[src/ui2c_defs.svh]
// Register offsets, field positions, reset values and frame bit count
`ifndef UI2C_DEFS_SVH
`define UI2C_DEFS_SVH
// Register indices (byte address = index)
`define UI2C_A_RXBUF 4'h0
`define UI2C_A_BRG 4'h1
`define UI2C_A_MODE 4'h2
`define UI2C_A_CTL0 4'h3
`define UI2C_A_CTL1 4'h4
`define UI2C_A_SMR 4'h5
`define UI2C_A_SMR2 4'h6
`define UI2C_A_SMR3 4'h7
`define UI2C_A_SMR4 4'h8
`define UI2C_A_TXBUF 4'h9
`define UI2C_A_IRQ 4'ha
`define UI2C_A_ISEL 4'hb
`define UI2C_A_SHARED_SERIAL_CONTROL 4'hc
// Mode field values
`define UI2C_SMD_I2C 3'h2
`define UI2C_SMD_OFF 3'h0
// Mode register bits
`define UI2C_MR_CLOCK_SOURCE_DIRECTION 3
// Control 0 bits
`define UI2C_C0_OER 7
// Control 1 bits
`define UI2C_C1_TE 0
`define UI2C_C1_TI 1
`define UI2C_C1_RE 2
`define UI2C_C1_RI 3
// Special mode bits
`define UI2C_SMR_TWO_WIRE_MODE_SELECT 0
`define UI2C_SMR_ABC 1
`define UI2C_SMR_BBS 2
`define UI2C_SMR2_ACK_INTERRUPT_MODE_SELECT 0
`define UI2C_SMR2_CSC 1
`define UI2C_SMR2_SWC 2
`define UI2C_SMR2_ALS 3
`define UI2C_SMR2_START_DETECT_REINIT 4
`define UI2C_SMR2_SWC2 5
`define UI2C_SMR2_DATA_LINE_DISABLE 6
`define UI2C_SMR3_CLOCK_DELAY_SELECT 1
`define UI2C_SMR3_DL 5
`define UI2C_SMR4_STA 0
`define UI2C_SMR4_RSTA 1
`define UI2C_SMR4_STP 2
`define UI2C_SMR4_SEL 3
`define UI2C_SMR4_ACK_VALUE_SELECT 4
`define UI2C_SMR4_ACK_OUTPUT_ENABLE 5
`define UI2C_SMR4_SCLHI 6
`define UI2C_SMR4_SWC9 7
// Interrupt flag bits
`define UI2C_IRQ_COND 0
`define UI2C_IRQ_TX 1
`define UI2C_IRQ_RX 2
// Reset values
`define UI2C_RST_BYTE 8'h00
`define UI2C_RST_SMR4 8'h00
// Bit count per frame, ack bit included
`define UI2C_BITS 4'h9
`endif

[src/ui2c_pkg.sv]
// Types shared by the two-wire serial engine
package ui2c_pkg;
	typedef struct packed {
		logic [3:0] addr;
		logic [7:0] wdata;
		logic wr;
		logic rd;
	} ui2c_req_t;
	typedef struct packed {
		logic scl_o;
		logic scl_oe;
		logic sda_o;
		logic sda_oe;
	} ui2c_pins_t;
	typedef enum logic [2:0] {
		UI2C_IDLE = 3'b000,
		UI2C_CA = 3'b001,
		UI2C_CB = 3'b011,
		UI2C_CC = 3'b010,
		UI2C_CD = 3'b110
	} ui2c_cond_t;
endpackage

[src/ui2c_engine.sv]
// Two-wire serial mode engine with register port
//
// Function
// RQ1 - Software selects two-wire mode: mode field 010b and mode select bit one.
// RQ2 - Data falling while clock high raises the start-detected interrupt.
// RQ3 - Data rising while clock high raises the stop-detected interrupt.
// RQ4 - Start and stop share one flag; busy flag tells them apart.
// RQ5 - Writing a request bit generates start, restart or stop.
// RQ6 - Software sets request bit first, then condition output select.
// RQ7 - Select zero: pins carry only transfer clock and data.
// RQ8 - Select one: pins output condition; interrupt on finish, not detection.
// RQ9 - Receive buffer load at bit 9 rising or falling, per ack mode.
// RQ10 - Ack mode one: transmit interrupt at bit 9 rise or next fall.
// RQ11 - Ack mode zero: NACK or ACK interrupt at bit 9 rising edge.
// RQ12 - Second load with clock delay places bits 1..8 into buffer 7..0.
// RQ13 - First load: buffer 6..0 gets bits 7..1, buffer 8 gets bit 8.
// RQ14 - Data output is delayed from the clock by a three-bit field.
// RQ15 - Software loads initial data level while mode field is 000b.
// RQ16 - Clock idles high without clock delay, low with it.
// RQ17 - Ninth-bit hold pins clock low from falling edge of bit 9.
// RQ18 - Master with data stop enabled releases data on arbitration loss.
// RQ19 - Data line disable forces data output off.
// RQ20 - Slave start detect with reinit enabled resets shift logic.
// RQ21 - Master clock sync follows the observed clock line.
// RQ22 - Update timing bit selects bitwise or bytewise arbitration flag.
// RQ23 - Ack output enable drives the selected ack value in ack slot.
// RQ24 - Software clears interrupt flags after changing mode bits.
// RQ25 - Master software picks divider source and value; slave ignores it.
// RQ26 - Master clock rate is source over 2 times divider plus one.
//
// The register addresses and strobed register access were decided locally.
`timescale 1ns/1ps
`include "ui2c_defs.svh"

module ui2c_engine (
	input wire logic clk,
	input wire logic rst,
	input wire ui2c_pkg::ui2c_req_t req,
	output logic [15:0] rdata,
	input wire logic scl_i,
	input wire logic sda_i,
	output ui2c_pkg::ui2c_pins_t pins,
	output logic irq_cond,
	output logic irq_tx,
	output logic irq_rx
);
	import ui2c_pkg::*;

	// ----------------------------------------
	// Pin synchronisers
	// ----------------------------------------
	logic scl_m_q, scl_s_q, scl_p_q, sda_m_q, sda_s_q, sda_p_q;
	always_ff @(posedge clk or posedge rst) begin
		if (rst) begin
			scl_m_q <= 1'b1;
			scl_s_q <= 1'b1;
			scl_p_q <= 1'b1;
			sda_m_q <= 1'b1;
			sda_s_q <= 1'b1;
			sda_p_q <= 1'b1;
		end else begin
			scl_m_q <= scl_i;
			scl_s_q <= scl_m_q;
			scl_p_q <= scl_s_q;
			sda_m_q <= sda_i;
			sda_s_q <= sda_m_q;
			sda_p_q <= sda_s_q;
		end
	end
	wire scl_rise = scl_s_q & ~scl_p_q;
	wire scl_fall = ~scl_s_q & scl_p_q;
	// Start and stop detection
	// RQ2 start detect
	wire start_det = scl_s_q & scl_p_q & sda_p_q & ~sda_s_q;
	// RQ3 stop detect
	wire stop_det = scl_s_q & scl_p_q & ~sda_p_q & sda_s_q;

	// ----------------------------------------
	// Registers
	// ----------------------------------------
	logic [7:0] brg_q, mr_q, c0_q, c1_q, smr_q, smr2_q, smr3_q, smr4_q, tb_q, isel_q, shared_serial_control_q;
	logic [2:0] irq_q;
	logic [8:0] rb_q;
	logic abt_q, oer_q, bbs_q;
	wire wr = req.wr;
	// RQ1 mode decode
	wire i2c_on = (mr_q[2:0] == `UI2C_SMD_I2C) & smr_q[`UI2C_SMR_TWO_WIRE_MODE_SELECT];
	wire master = ~mr_q[`UI2C_MR_CLOCK_SOURCE_DIRECTION];
	wire ackm = smr2_q[`UI2C_SMR2_ACK_INTERRUPT_MODE_SELECT];
	wire clock_delay_select = smr3_q[`UI2C_SMR3_CLOCK_DELAY_SELECT];
	wire sel = smr4_q[`UI2C_SMR4_SEL];
	wire w_smr2 = wr & (req.addr == `UI2C_A_SMR2);
	wire w_smr4 = wr & (req.addr == `UI2C_A_SMR4);
	wire w_irq = wr & (req.addr == `UI2C_A_IRQ);
	wire w_rb = wr & (req.addr == `UI2C_A_RXBUF);
	wire w_tb = wr & (req.addr == `UI2C_A_TXBUF);

	// ----------------------------------------
	// Bit rate divider
	// ----------------------------------------
	// RQ26 half period is brg+1 source ticks
	logic [4:0] pre_q;
	logic [7:0] div_q;
	logic tick_q;
	wire [4:0] pre_max = (c0_q[1:0] == 2'h0) ? 5'h00 : (c0_q[1:0] == 2'h1) ? 5'h01 :
		(c0_q[1:0] == 2'h2) ? 5'h07 : 5'h1f;
	wire src_tick = (pre_q == pre_max);
	wire restart_div;
	always_ff @(posedge clk or posedge rst) begin
		if (rst) begin
			pre_q <= 5'h00;
			div_q <= 8'h00;
			tick_q <= 1'b0;
		end else begin
			pre_q <= src_tick ? 5'h00 : pre_q + 5'h01;
			tick_q <= 1'b0;
			if (restart_div) begin
				div_q <= brg_q;
			end else if (src_tick) begin
				div_q <= (div_q == 8'h00) ? brg_q : div_q - 8'h01;
				tick_q <= (div_q == 8'h00);
			end
		end
	end

	// ----------------------------------------
	// Transfer clock and shifter
	// ----------------------------------------
	logic iscl_q, active_q, hold_q, hold9_q, sda_out_q, ninth_q, ackp_q;
	logic [3:0] bit_q;
	logic [7:0] tsh_q;
	logic [8:0] rsh_q;
	logic [2:0] cst_q;
	ui2c_cond_t cond_q;
	wire go = i2c_on & c1_q[`UI2C_C1_TE] & ~c1_q[`UI2C_C1_TI];
	// RQ21 sync with bus clock
	wire clock_sync_enable = smr2_q[`UI2C_SMR2_CSC] & master;
	assign restart_div = clock_sync_enable & scl_fall & iscl_q;
	wire stalled = clock_sync_enable & iscl_q & ~scl_s_q;
	wire int_tick = tick_q & ~stalled & master & active_q & ~sel;
	// Effective transfer clock edges
	wire bclk_rise = master ? (int_tick & ~iscl_q) : scl_rise;
	wire bclk_fall = master ? ((int_tick & iscl_q) | restart_div) : scl_fall;
	wire at9 = (bit_q == `UI2C_BITS - 4'h1);
	wire bit9_rise = active_q & bclk_rise & at9;
	wire bit9_fall = active_q & bclk_fall & ninth_q;
	wire start_detect_reinit = smr2_q[`UI2C_SMR2_START_DETECT_REINIT] & ~master;
	// RQ20 reinit on start
	wire reinit = start_detect_reinit & start_det & i2c_on;
	wire arb_miss = active_q & bclk_rise & ~at9 & sda_out_q & ~sda_s_q;
	always_ff @(posedge clk or posedge rst) begin
		if (rst) begin
			iscl_q <= 1'b1;
			active_q <= 1'b0;
			bit_q <= 4'h0;
			tsh_q <= 8'hff;
			rsh_q <= 9'h000;
			ninth_q <= 1'b0;
			ackp_q <= 1'b0;
		end else begin
			if (reinit) begin
				active_q <= 1'b1;
				bit_q <= 4'h0;
				tsh_q <= tb_q;
				rsh_q <= 9'h000;
				ackp_q <= 1'b0;
			end else if (!active_q && go) begin
				active_q <= 1'b1;
				bit_q <= 4'h0;
				tsh_q <= tb_q;
				ackp_q <= 1'b0;
				// RQ16 idle level by delay
				iscl_q <= ~clock_delay_select;
			end else if (active_q) begin
				if (int_tick)
					iscl_q <= ~iscl_q;
				if (bclk_rise) begin
					rsh_q <= {rsh_q[7:0], sda_s_q};
					if (at9)
						ninth_q <= 1'b1;
					else
						bit_q <= bit_q + 4'h1;
				end
				if (bclk_fall && !ninth_q && bit_q != 4'h0)
					tsh_q <= {tsh_q[6:0], 1'b1};
				// Ack slot opens once bit 8 is out, so the ack stands before bit 9 rises
				if (bclk_fall && !ninth_q && at9)
					ackp_q <= 1'b1;
				if (bit9_fall) begin
					ninth_q <= 1'b0;
					ackp_q <= 1'b0;
					active_q <= 1'b0;
					bit_q <= 4'h0;
					iscl_q <= ~clock_delay_select;
				end
			end
			if (!i2c_on)
				active_q <= 1'b0;
		end
	end

	// ----------------------------------------
	// Condition generator
	// ----------------------------------------
	// RQ5 request to condition
	wire any_req = |smr4_q[2:0];
	wire cond_step = tick_q & sel & master;
	wire cond_done = cond_step & (cond_q == UI2C_CD);
	always_ff @(posedge clk or posedge rst) begin
		if (rst) begin
			cond_q <= UI2C_IDLE;
			cst_q <= 3'h0;
		end else if (cond_step) begin
			unique case (cond_q)
				UI2C_IDLE: if (any_req) begin
					cond_q <= UI2C_CA;
					cst_q <= smr4_q[2:0];
				end
				UI2C_CA: cond_q <= UI2C_CB;
				UI2C_CB: cond_q <= UI2C_CC;
				UI2C_CC: cond_q <= UI2C_CD;
				UI2C_CD: cond_q <= UI2C_IDLE;
			endcase
		end
	end
	// Condition waveforms: both lines go low after start or restart and stay high after stop, else idle would make a false stop
	logic c_scl, c_sda;
	wire is_stop = cst_q[`UI2C_SMR4_STP];
	wire no_cond = (cst_q == 3'h0);
	assign c_scl = (cond_q == UI2C_IDLE) ? (no_cond ? iscl_q : is_stop) :
		((cond_q != UI2C_CA) | cst_q[`UI2C_SMR4_STA]);
	assign c_sda = (cond_q == UI2C_IDLE) ? (no_cond | is_stop) :
		(cond_q == UI2C_CA || cond_q == UI2C_CB) ? ~is_stop : is_stop;

	// ----------------------------------------
	// Data output delay
	// ----------------------------------------
	// RQ14 delayed data output
	logic [7:0] dly_q;
	logic [2:0] dl_q;
	wire [2:0] dl = smr3_q[7:5];
	wire ack_slot = ninth_q | ackp_q;
	// RQ23 ack value drive
	wire raw_sda = (ack_slot & smr4_q[`UI2C_SMR4_ACK_OUTPUT_ENABLE]) ? smr4_q[`UI2C_SMR4_ACK_VALUE_SELECT] :
		(ack_slot ? 1'b1 : tsh_q[7]);
	always_ff @(posedge clk or posedge rst) begin
		if (rst) begin
			dly_q <= 8'hff;
			sda_out_q <= 1'b1;
			dl_q <= 3'h0;
		end else begin
			dl_q <= dl;
			if (src_tick)
				dly_q <= {dly_q[6:0], raw_sda};
			sda_out_q <= (dl_q == 3'h0) ? raw_sda : dly_q[dl_q];
		end
	end

	// ----------------------------------------
	// Pin drive
	// ----------------------------------------
	// RQ17 clock hold after bit 9
	always_ff @(posedge clk or posedge rst) begin
		if (rst) begin
			hold_q <= 1'b0;
			hold9_q <= 1'b0;
		end else begin
			if (bit9_fall && smr2_q[`UI2C_SMR2_SWC])
				hold_q <= 1'b1;
			else if (w_smr2 && !req.wdata[`UI2C_SMR2_SWC])
				hold_q <= 1'b0;
			if (bit9_fall && clock_delay_select && smr4_q[`UI2C_SMR4_SWC9])
				hold9_q <= 1'b1;
			else if (!smr4_q[`UI2C_SMR4_SWC9])
				hold9_q <= 1'b0;
		end
	end
	// RQ7 RQ8 pin source select
	wire scl_lvl = (sel ? c_scl : iscl_q) & ~hold_q & ~hold9_q & ~smr2_q[`UI2C_SMR2_SWC2];
	// RQ18 RQ19 data release
	wire sda_kill = smr2_q[`UI2C_SMR2_DATA_LINE_DISABLE] | (master & smr2_q[`UI2C_SMR2_ALS] & abt_q);
	wire sda_lvl = sel ? c_sda : sda_out_q;
	assign pins.scl_o = 1'b0;
	assign pins.scl_oe = i2c_on & ~scl_lvl & (master | hold_q | hold9_q);
	assign pins.sda_o = 1'b0;
	// RQ15 initial level from software
	assign pins.sda_oe = (i2c_on | (mr_q[2:0] == `UI2C_SMD_OFF)) & ~sda_lvl & ~sda_kill;

	// ----------------------------------------
	// Receive buffer, arbitration, flags
	// ----------------------------------------
	wire tx_ev = ackm & (clock_delay_select ? bit9_fall : bit9_rise);
	wire rx_ev = ackm & bit9_fall;
	always_ff @(posedge clk or posedge rst) begin
		if (rst) begin
			rb_q <= 9'h000;
			abt_q <= 1'b0;
			oer_q <= 1'b0;
			bbs_q <= 1'b0;
			irq_q <= 3'h0;
		end else begin
			// RQ9 RQ11 RQ12 buffer load
			if (bit9_rise && (!ackm || clock_delay_select))
				rb_q <= {sda_s_q, rsh_q[7:0]};
			// RQ13 first load layout
			if (ackm && bit9_fall)
				rb_q <= {rsh_q[1], 1'b0, rsh_q[8:2]};
			// RQ22 arbitration update timing
			if (w_rb)
				abt_q <= 1'b0;
			if (arb_miss)
				abt_q <= 1'b1;
			else if (!smr_q[`UI2C_SMR_ABC] && active_q && bclk_rise && !at9)
				abt_q <= 1'b0;
			if (bit9_rise && c1_q[`UI2C_C1_RI])
				oer_q <= 1'b1;
			else if (w_rb)
				oer_q <= 1'b0;
			// RQ4 busy flag
			if (start_det)
				bbs_q <= 1'b1;
			else if (stop_det)
				bbs_q <= 1'b0;
			// Set wins over software clear
			if (w_irq)
				irq_q <= irq_q & ~req.wdata[2:0];
			// RQ8 condition flag source
			if ((sel ? cond_done : (start_det | stop_det)) && i2c_on)
				irq_q[`UI2C_IRQ_COND] <= 1'b1;
			// RQ10 RQ11 ack and tx flags
			if ((tx_ev || (!ackm && bit9_rise && sda_s_q)) && i2c_on)
				irq_q[`UI2C_IRQ_TX] <= 1'b1;
			if ((rx_ev || (!ackm && bit9_rise && !sda_s_q)) && i2c_on)
				irq_q[`UI2C_IRQ_RX] <= 1'b1;
		end
	end

	// ----------------------------------------
	// Register writes and read port
	// ----------------------------------------
	always_ff @(posedge clk or posedge rst) begin
		if (rst) begin
			{brg_q, mr_q, c0_q, smr_q, smr2_q, smr3_q, tb_q, isel_q, shared_serial_control_q} <= {9{`UI2C_RST_BYTE}};
			c1_q <= 8'h02;
			smr4_q <= `UI2C_RST_SMR4;
			rdata <= 16'h0000;
		end else begin
			if (wr) begin
				unique case (req.addr)
					`UI2C_A_BRG: brg_q <= req.wdata;
					`UI2C_A_MODE: mr_q <= req.wdata;
					`UI2C_A_CTL0: c0_q <= req.wdata;
					`UI2C_A_CTL1: c1_q <= {req.wdata[7:4], c1_q[3], req.wdata[2], c1_q[1], req.wdata[0]};
					`UI2C_A_SMR: smr_q <= req.wdata;
					`UI2C_A_SMR2: smr2_q <= req.wdata;
					`UI2C_A_SMR3: smr3_q <= req.wdata;
					`UI2C_A_SMR4: smr4_q <= req.wdata;
					`UI2C_A_ISEL: isel_q <= req.wdata;
					`UI2C_A_SHARED_SERIAL_CONTROL: shared_serial_control_q <= req.wdata;
					default: ;
				endcase
			end
			if (w_tb)
				c1_q[`UI2C_C1_TI] <= 1'b0;
			if (w_tb)
				tb_q <= req.wdata;
			if (w_rb)
				c1_q[`UI2C_C1_RI] <= 1'b0;
			if (!active_q && go)
				c1_q[`UI2C_C1_TI] <= 1'b1;
			if (bit9_rise)
				c1_q[`UI2C_C1_RI] <= 1'b1;
			// RQ20 wait enabled by reinit
			if (reinit)
				smr2_q[`UI2C_SMR2_SWC] <= 1'b1;
			// Requests self-clear once the condition is out
			if (cond_done && !w_smr4)
				smr4_q[2:0] <= 3'h0;
			rdata <= 16'h0000;
			if (req.rd) begin
				unique case (req.addr)
					`UI2C_A_RXBUF: rdata <= {oer_q, abt_q, 5'h00, rb_q};
					`UI2C_A_BRG: rdata <= {8'h00, brg_q};
					`UI2C_A_MODE: rdata <= {8'h00, mr_q};
					`UI2C_A_CTL0: rdata <= {8'h00, c0_q};
					`UI2C_A_CTL1: rdata <= {8'h00, c1_q};
					`UI2C_A_SMR: rdata <= {8'h00, smr_q[7:3], bbs_q, smr_q[1:0]};
					`UI2C_A_SMR2: rdata <= {8'h00, smr2_q};
					`UI2C_A_SMR3: rdata <= {8'h00, smr3_q};
					`UI2C_A_SMR4: rdata <= {8'h00, smr4_q};
					`UI2C_A_TXBUF: rdata <= {8'h00, tb_q};
					`UI2C_A_IRQ: rdata <= {13'h0000, irq_q};
					`UI2C_A_ISEL: rdata <= {8'h00, isel_q};
					`UI2C_A_SHARED_SERIAL_CONTROL: rdata <= {8'h00, shared_serial_control_q};
					default: rdata <= 16'h0000;
				endcase
			end
		end
	end
	assign irq_cond = irq_q[`UI2C_IRQ_COND];
	assign irq_tx = irq_q[`UI2C_IRQ_TX];
	assign irq_rx = irq_q[`UI2C_IRQ_RX];

	// ----------------------------------------
	// Checks
	// ----------------------------------------
	start_flag_a: assert property (@(posedge clk) disable iff (rst) // RQ2
		(start_det && i2c_on && !sel) |=> irq_cond) else $error("start not flagged");
	busy_track_a: assert property (@(posedge clk) disable iff (rst) // RQ4
		start_det |=> bbs_q) else $error("busy flag not set");
	stop_idle_a: assert property (@(posedge clk) disable iff (rst) // RQ3
		(stop_det && !start_det) |=> !bbs_q) else $error("busy flag not cleared");
	sda_off_a: assert property (@(posedge clk) disable iff (rst) // RQ19
		smr2_q[`UI2C_SMR2_DATA_LINE_DISABLE] |-> !pins.sda_oe) else $error("data driven while disabled");
	arb_stop_a: assert property (@(posedge clk) disable iff (rst) // RQ18
		(master && smr2_q[`UI2C_SMR2_ALS] && abt_q) |-> !pins.sda_oe) else $error("data driven after loss");
	hold_low_a: assert property (@(posedge clk) disable iff (rst) // RQ17
		(bit9_fall && smr2_q[`UI2C_SMR2_SWC] && i2c_on) |=> pins.scl_oe) else $error("clock not held");
	nack_flag_a: assert property (@(posedge clk) disable iff (rst) // RQ11
		(i2c_on && !ackm && bit9_rise && sda_s_q) |=> irq_tx) else $error("nack missed");
	cond_done_a: assert property (@(posedge clk) disable iff (rst) // RQ8
		(cond_done && i2c_on) |=> irq_cond ##1 (smr4_q[2:0] == 3'h0 || $past(w_smr4))) else $error("condition end");
endmodule // ui2c_engine

[config.mk]
export PLATFORM = sky130hd
export DESIGN_NAME = ui2c_engine
export DESIGN_NICKNAME = d
export VERILOG_FILES = /design/src/ui2c_pkg.sv /design/src/ui2c_engine.sv
export VERILOG_INCLUDE_DIRS = /design/src
export SDC_FILE = /design/constraint.sdc
export NUM_CORES = 1
export LEC_CHECK = 0
export BUFFER_PORTS_ARGS = -buffer_cell sky130_fd_sc_hd__buf_2
export CORE_MARGIN = 2
export CORE_UTILIZATION = 55
export CTS_CLUSTER_SIZE = 12
export DETAILED_ROUTE_END_ITERATION = 16
export HOLD_SLACK_MARGIN = 0.1
export PLACE_DENSITY = 0.73
export SLEW_MARGIN = 5
export SYNTH_ARGS = -nofsm -noshare
export SYNTH_HDL_FRONTEND = slang
export SYNTH_SLANG_ARGS = --single-unit
[constraint.sdc]
create_clock -name clk -period 7.3 [get_ports clk]
set_input_delay 0.73 -clock clk [delete_from_list [all_inputs] [get_ports clk]]
set_output_delay 0.73 -clock clk [all_outputs]
set_load 0.1 [all_outputs]
* Yosys cells after proc, flatten, opt, wreduce, memory -nomap -nowiden *
Index checks and enable logic that the tools add are counted.

storage, ports and cells
  bits in registers = 184
  output and inout bits = 23
  word-level logic and storage cells = 332

operators by class
  add/sub/neg operators = 3
  order comparisons = 1
  eq/ne operators = 26
  multiplexer cells = 87
  bitwise gates (word level) = 82
  reductions and logical operators = 87

operators by type and width
  cell                number
  $pmux 16 s13        1
  $mux 8              7
  $mux 9              6
  $and 1x1->1         51
  $mux 1              51
  $reduce_bool 2->1   19
  $reduce_and 2->1    15
  $mux 4              7
  $eq 4x4->1 const B  6
  $mux 3              8
  $logic_and 1x1->1   21
  $mux 5              4
  $not 1->1           20
  $eq 4x3->1 const B  4
  $mux 16             1
  $pmux 3 s5          1
  $logic_not 3->1     4
  $reduce_and 3->1    4
  $reduce_bool 3->1   4
  $reduce_bool 4->1   3
  $eq 3x2->1 const B  3
  $or 1x1->1          9
  $eq 4x2->1 const B  2
  $logic_not 1->1     8
  other kinds (23)    27

* Depth between registers and ports, before layout *
  depth after elaboration = 19
  gate-level depth with buffers = 8
  gate-level depth less buffers = 7

* Worst setup path after synthesis *
No wires, ideal clock.

  kind = reg-to-output
  from = register cond_q[0]
  to = output pins[2] in the netlist's numbering
  arrival time = 3.396 ns
  required time = 6.570 ns
  slack = 3.174 ns
  cell stages (with the launch flop) = 6
  path buffers = 1
  path through = dfrtp_1 -> clkbuf_1 -> mux2_2 -> o31ai_1 -> a21oi_1 -> o31ai_1

RTL lines
  item                    RTL line            text
  from (decl)             ui2c_engine.sv:134  ui2c_cond_t cond_q;
  from (signal assigned)  ui2c_engine.sv:211  cond_q <= UI2C_IDLE;
  from (signal assigned)  ui2c_engine.sv:216  cond_q <= UI2C_CA;
  from (signal assigned)  ui2c_engine.sv:219  UI2C_CA: cond_q <= UI2C_CB;
  to (decl)               ui2c_engine.sv:42   output ui2c_pkg::ui2c_pins_t pins,

==> flow_results.xml <==
<?xml version="1.0" encoding="UTF-8"?>
<metrics>
  <group name="outcome">
    <metric name="outcome" unit="">complete, no violations</metric>
  </group>
  <group name="critical_path">
    <metric name="criticalPathCategory" unit="">reg2out</metric>
    <metric name="worst_setup_path_end_kind" unit="">output pin</metric>
    <metric name="crit_required" unit="ns">6.57</metric>
    <metric name="path_max_fanout" unit="">8</metric>
    <metric name="critPathLaunchType" unit="">flip-flop</metric>
    <metric name="critPathArrivalTime" unit="ns">2.45</metric>
  </group>
  <group name="synthesis">
    <metric name="dominantRegCellSynth" unit="">sky130_fd_sc_hd__dfrtp_1</metric>
    <metric name="synth_compound_area_frac" unit="">0.1346</metric>
    <metric name="netlist_area" unit="um^2">8803</metric>
    <metric name="synth_seq_area_share" unit="">0.5095</metric>
    <metric name="main_combinational_cell_family_by_area_after_synthesis" unit="">multiplexers</metric>
    <metric name="synth-edff-count" unit="">0</metric>
    <metric name="post_synth_mux_area_share" unit="">0.1667</metric>
    <metric name="mean_syn_cell_area" unit="um^2">11.12</metric>
    <metric name="synth_xor_area_frac" unit="">0.004974</metric>
    <metric name="postSynthRegisterBits" unit="">178</metric>
    <metric name="yosys.cell_types.count" unit="">77</metric>
    <metric name="yosys_warnings" unit="">0</metric>
    <metric name="post_synth_fa_ha_maj_area_fraction" unit="">0.007106</metric>
    <metric name="synth_cells" unit="">792</metric>
    <metric name="ys_async_sr_fraction" unit="">1.000</metric>
    <metric name="synthSimpleGateAreaFrac" unit="">0.1381</metric>
  </group>
  <group name="timing">
    <metric name="setup_tns" unit="ns">0</metric>
    <metric name="min_period_over_period" unit="">0.4349</metric>
    <metric name="worst_slew_pin_slew" unit="ns">1.121</metric>
    <metric name="fmaxAchievable" unit="MHz">314.9</metric>
    <metric name="slew_viol_final" unit="">0</metric>
    <metric name="finalHoldViolCount" unit="">0</metric>
    <metric name="final_critical_path_setup_slack" unit="ns">4.125</metric>
    <metric name="fin_crit" unit="ns">3.175</metric>
    <metric name="rsz_0062_raised_after_global_routing" unit="">false</metric>
    <metric name="setup-violations-final" unit="">0</metric>
    <metric name="timing.clock.skew" unit="ns">0.005796</metric>
    <metric name="slew_headroom" unit="">0.2465</metric>
  </group>
  <group name="power_and_ir_drop">
    <metric name="worst_vdd_drop" unit="V">0.0001940</metric>
    <metric name="relative_contribution_of_the_clock_network_to_total_power" unit="">0.297</metric>
    <metric name="power_dens_cells" unit="nW/um^2">302.2</metric>
    <metric name="pwr-share-comb" unit="">0.213</metric>
    <metric name="total_switching_power" unit="W">0.0009663</metric>
    <metric name="cellInternalPower" unit="W">0.001918</metric>
    <metric name="leakagePower" unit="nW">4.353</metric>
    <metric name="switching_share" unit="">0.3351</metric>
    <metric name="power_frac_seq" unit="">0.490</metric>
  </group>
  <group name="clock_tree">
    <metric name="insertion_delay" unit="ns">0.43</metric>
    <metric name="cts-resized-gates" unit="">0</metric>
    <metric name="post_cts_clock_slew_at_the_launch_and_capture_registers_of_the_worst_setup_and_hold_paths" unit="ns">0.07</metric>
    <metric name="cts.sink_count" unit="">178</metric>
    <metric name="cts_buffers" unit="">17</metric>
    <metric name="cts_root_buf" unit="">sky130_fd_sc_hd__clkbuf_16</metric>
    <metric name="hold_buffer_count_at_cts" unit="">0</metric>
    <metric name="tritoncts_clock_tree" unit="">built</metric>
    <metric name="post_cts_buffers" unit="">0</metric>
    <metric name="cts.path.max_buffers" unit="">2</metric>
    <metric name="clock_tree.htree_level_count" unit="">4</metric>
  </group>
  <group name="floorplanning">
    <metric name="starting_density" unit="">0.5582</metric>
    <metric name="num_rows" unit="">46</metric>
    <metric name="io_pins" unit="">41</metric>
    <metric name="core-area" unit="um^2">15770</metric>
    <metric name="die_height" unit="um">130.5</metric>
    <metric name="floorplan.die.width" unit="um">130.5</metric>
    <metric name="die_area" unit="um^2">17030</metric>
  </group>
  <group name="routing">
    <metric name="drc" unit="">0</metric>
    <metric name="via_count" unit="">6536</metric>
    <metric name="totalWireLength" unit="um">23100</metric>
    <metric name="final_antenna_net_count" unit="">0</metric>
    <metric name="drt_pre_antenna_iters" unit="">5</metric>
    <metric name="avgViaCountPerCell" unit="">6.358</metric>
    <metric name="drt-wirelength-per-cell" unit="um">22.47</metric>
    <metric name="drt_first_iter_violations" unit="">663</metric>
  </group>
  <group name="final_layout">
    <metric name="largest_register_ff_count" unit="">11</metric>
    <metric name="antenna_cells" unit="">0</metric>
    <metric name="layout.nets" unit="">822</metric>
    <metric name="biggestRegsByFlops" unit="">rdata: 11 flops, rb_q: 9 flops, rsh_q: 9 flops</metric>
    <metric name="number_of_filler_instances_in_the_final_layout" unit="">1311</metric>
    <metric name="drive_gt1_frac" unit="">0.2697</metric>
    <metric name="layout-area-overhead-vs-synth" unit="%">8.414</metric>
    <metric name="max_flop_register" unit="">rdata</metric>
  </group>
  <group name="placement">
    <metric name="gp_routability_congestion" unit="">0.9592</metric>
    <metric name="dp.final_hpwl" unit="um">16140</metric>
    <metric name="place.port_buffers" unit="">33</metric>
    <metric name="placement.setup.worst_slack" unit="ns">4.272</metric>
  </group>
  <group name="global_routing">
    <metric name="grt.total_usage" unit="">0.2840</metric>
    <metric name="grt.overflow.total" unit="">0</metric>
    <metric name="initial_antenna_violation_count" unit="">0</metric>
    <metric name="grt_pass1_wl" unit="um">36050</metric>
    <metric name="largest_net_degree_at_the_start_of_global_routing" unit="">101</metric>
    <metric name="grt_pass1_vias" unit="">6305</metric>
  </group>
  <group name="hold_path">
    <metric name="hp-class" unit="">reg2reg</metric>
  </group>
  <group name="run">
    <metric name="max_cap_violations" unit="">0</metric>
  </group>
</metrics>
==> final cells by class <==
type	count	area [um^2]	area share
sequential	178	4486	0.4700
tap	216	270.3	0.02832
clock inverter	13	100.1	0.01049
inverter	13	53.80	0.005637
multi-input combinational	554	4001	0.4192
timing repair buffer	35	180.2	0.01888
clock buffer	19	452.9	0.04746
==> placed cells by master, fill, tap and decap left out, types with 6 or more instances in the layout <==
master	n
sky130_fd_sc_hd__a21oi_1	45
sky130_fd_sc_hd__a22o_1	10
sky130_fd_sc_hd__a22oi_1	11
sky130_fd_sc_hd__a31oi_1	7
sky130_fd_sc_hd__a32o_1	6
sky130_fd_sc_hd__a32oi_1	6
sky130_fd_sc_hd__and3_1	7
sky130_fd_sc_hd__buf_2	33
sky130_fd_sc_hd__clkbuf_16	17
sky130_fd_sc_hd__conb_1	7
sky130_fd_sc_hd__dfrtp_1	153
sky130_fd_sc_hd__dfstp_2	25
sky130_fd_sc_hd__inv_1	11
sky130_fd_sc_hd__inv_6	6
sky130_fd_sc_hd__mux2_2	97
sky130_fd_sc_hd__mux2i_1	33
sky130_fd_sc_hd__nand2_1	61
sky130_fd_sc_hd__nand2b_1	6
sky130_fd_sc_hd__nand3_1	15
sky130_fd_sc_hd__nand3b_1	7
sky130_fd_sc_hd__nand4_1	6
sky130_fd_sc_hd__nor2_1	63
sky130_fd_sc_hd__nor2b_1	12
sky130_fd_sc_hd__nor3_1	10
sky130_fd_sc_hd__o21ai_0	36
sky130_fd_sc_hd__o31ai_1	8
==> cell usage after synthesis (all sizes together), types with 6 or more instances <==
cell type  count  area [um^2]
a21oi         46        241.5
a22o          10        87.58
a22oi         11        82.58
a31oi          7        43.79
a32o           6        60.06
a32oi          6        52.55
and2           6        40.04
and3           7        43.79
buf           36        226.5
clkbuf        17        63.81
dfrtp        153         3829
dfstp         25        656.9
inv           13        48.79
mux2          97         1092
mux2i         33        330.3
nand2         63        241.5
nand2b         6        37.54
nand3         16        85.08
nand3b         7        52.55
nand4          7        58.81
nor2          68        267.8
nor2b         12        75.07
nor3          12        70.07
o21ai         41        205.2
o31ai          8        60.06
==> critical path: stages, from the launching register on <==
cell	delay, ns
sky130_fd_sc_hd__dfrtp_1	0.48
sky130_fd_sc_hd__mux2_2	0.37
sky130_fd_sc_hd__o31ai_1	0.25
sky130_fd_sc_hd__a21oi_1	0.13
sky130_fd_sc_hd__o31ai_1	0.30
sky130_fd_sc_hd__buf_2	0.49
==> stage by stage <==
stage               cells  total power [W]    util  instance area (um^2)  hold WS (ns)
floorplan             798         0.001847       -                  8826        0.3452
global placement      996         0.001989  0.5701                  8991        0.3456
detailed placement    996         0.002032  0.5701                  8991        0.3475
CTS                  1028         0.002887  0.6052                  9544        0.3572
global route         1028         0.003009  0.6052                  9544        0.3591
finish               1028         0.002884  0.6052                  9544        0.3561
==> layer usage <==
layer	GRT usage	wire length [um]	vias to the layer above
met5	0	0	-
met4	0.1058	736	0
met3	0.06474	1580	51
met2	0.4534	11120	320
met1	0.3834	9655	3281
li1	-	-	2884
==> kinds of logic after synthesis <==
logic type,Yosys count
multiplexers,132
flip-flops,178
adder cells (fa/ha/maj),5
AND/OR/NAND/NOR,232
XOR/XNOR,5
buffers and inverters,66
other,1
AO/OA/AOI/OAI,173
==> final timing paths <==
path	from	to	slack, ns	cells past startpoint
max reg2reg	mr_q[3]$_DFFE_PP0P_	rb_q[2]$_DFFE_PP0P_	4.86	6
max	cond_q[0]$_DFFE_PP0P_	pins[2]	4.12	5
min in group asynchronous	rst	bit_q[2]$_DFFE_PP0P_	0.48	2
max in group asynchronous	rst	div_q[2]$_DFFE_PP0P_	5.29	3
min	scl_m_q$_DFF_PP1_	scl_s_q$_DFF_PP1_	0.36	0
min reg2reg	scl_m_q$_DFF_PP1_	scl_s_q$_DFF_PP1_	0.36	0
==> power groups by stage <==
stage / clock network [W] / registers, W / logic [W]
floorplan: 0 / 0.00138 / 0.000470
global placement: 0 / 0.00141 / 0.000581
detailed placement: 0 / 0.00142 / 0.000611
CTS: 0.000867 / 0.00140 / 0.000615
global route: 0.000906 / 0.00143 / 0.000671
finish: 0.000857 / 0.00141 / 0.000615
Power figures use the tool's default switching activity.
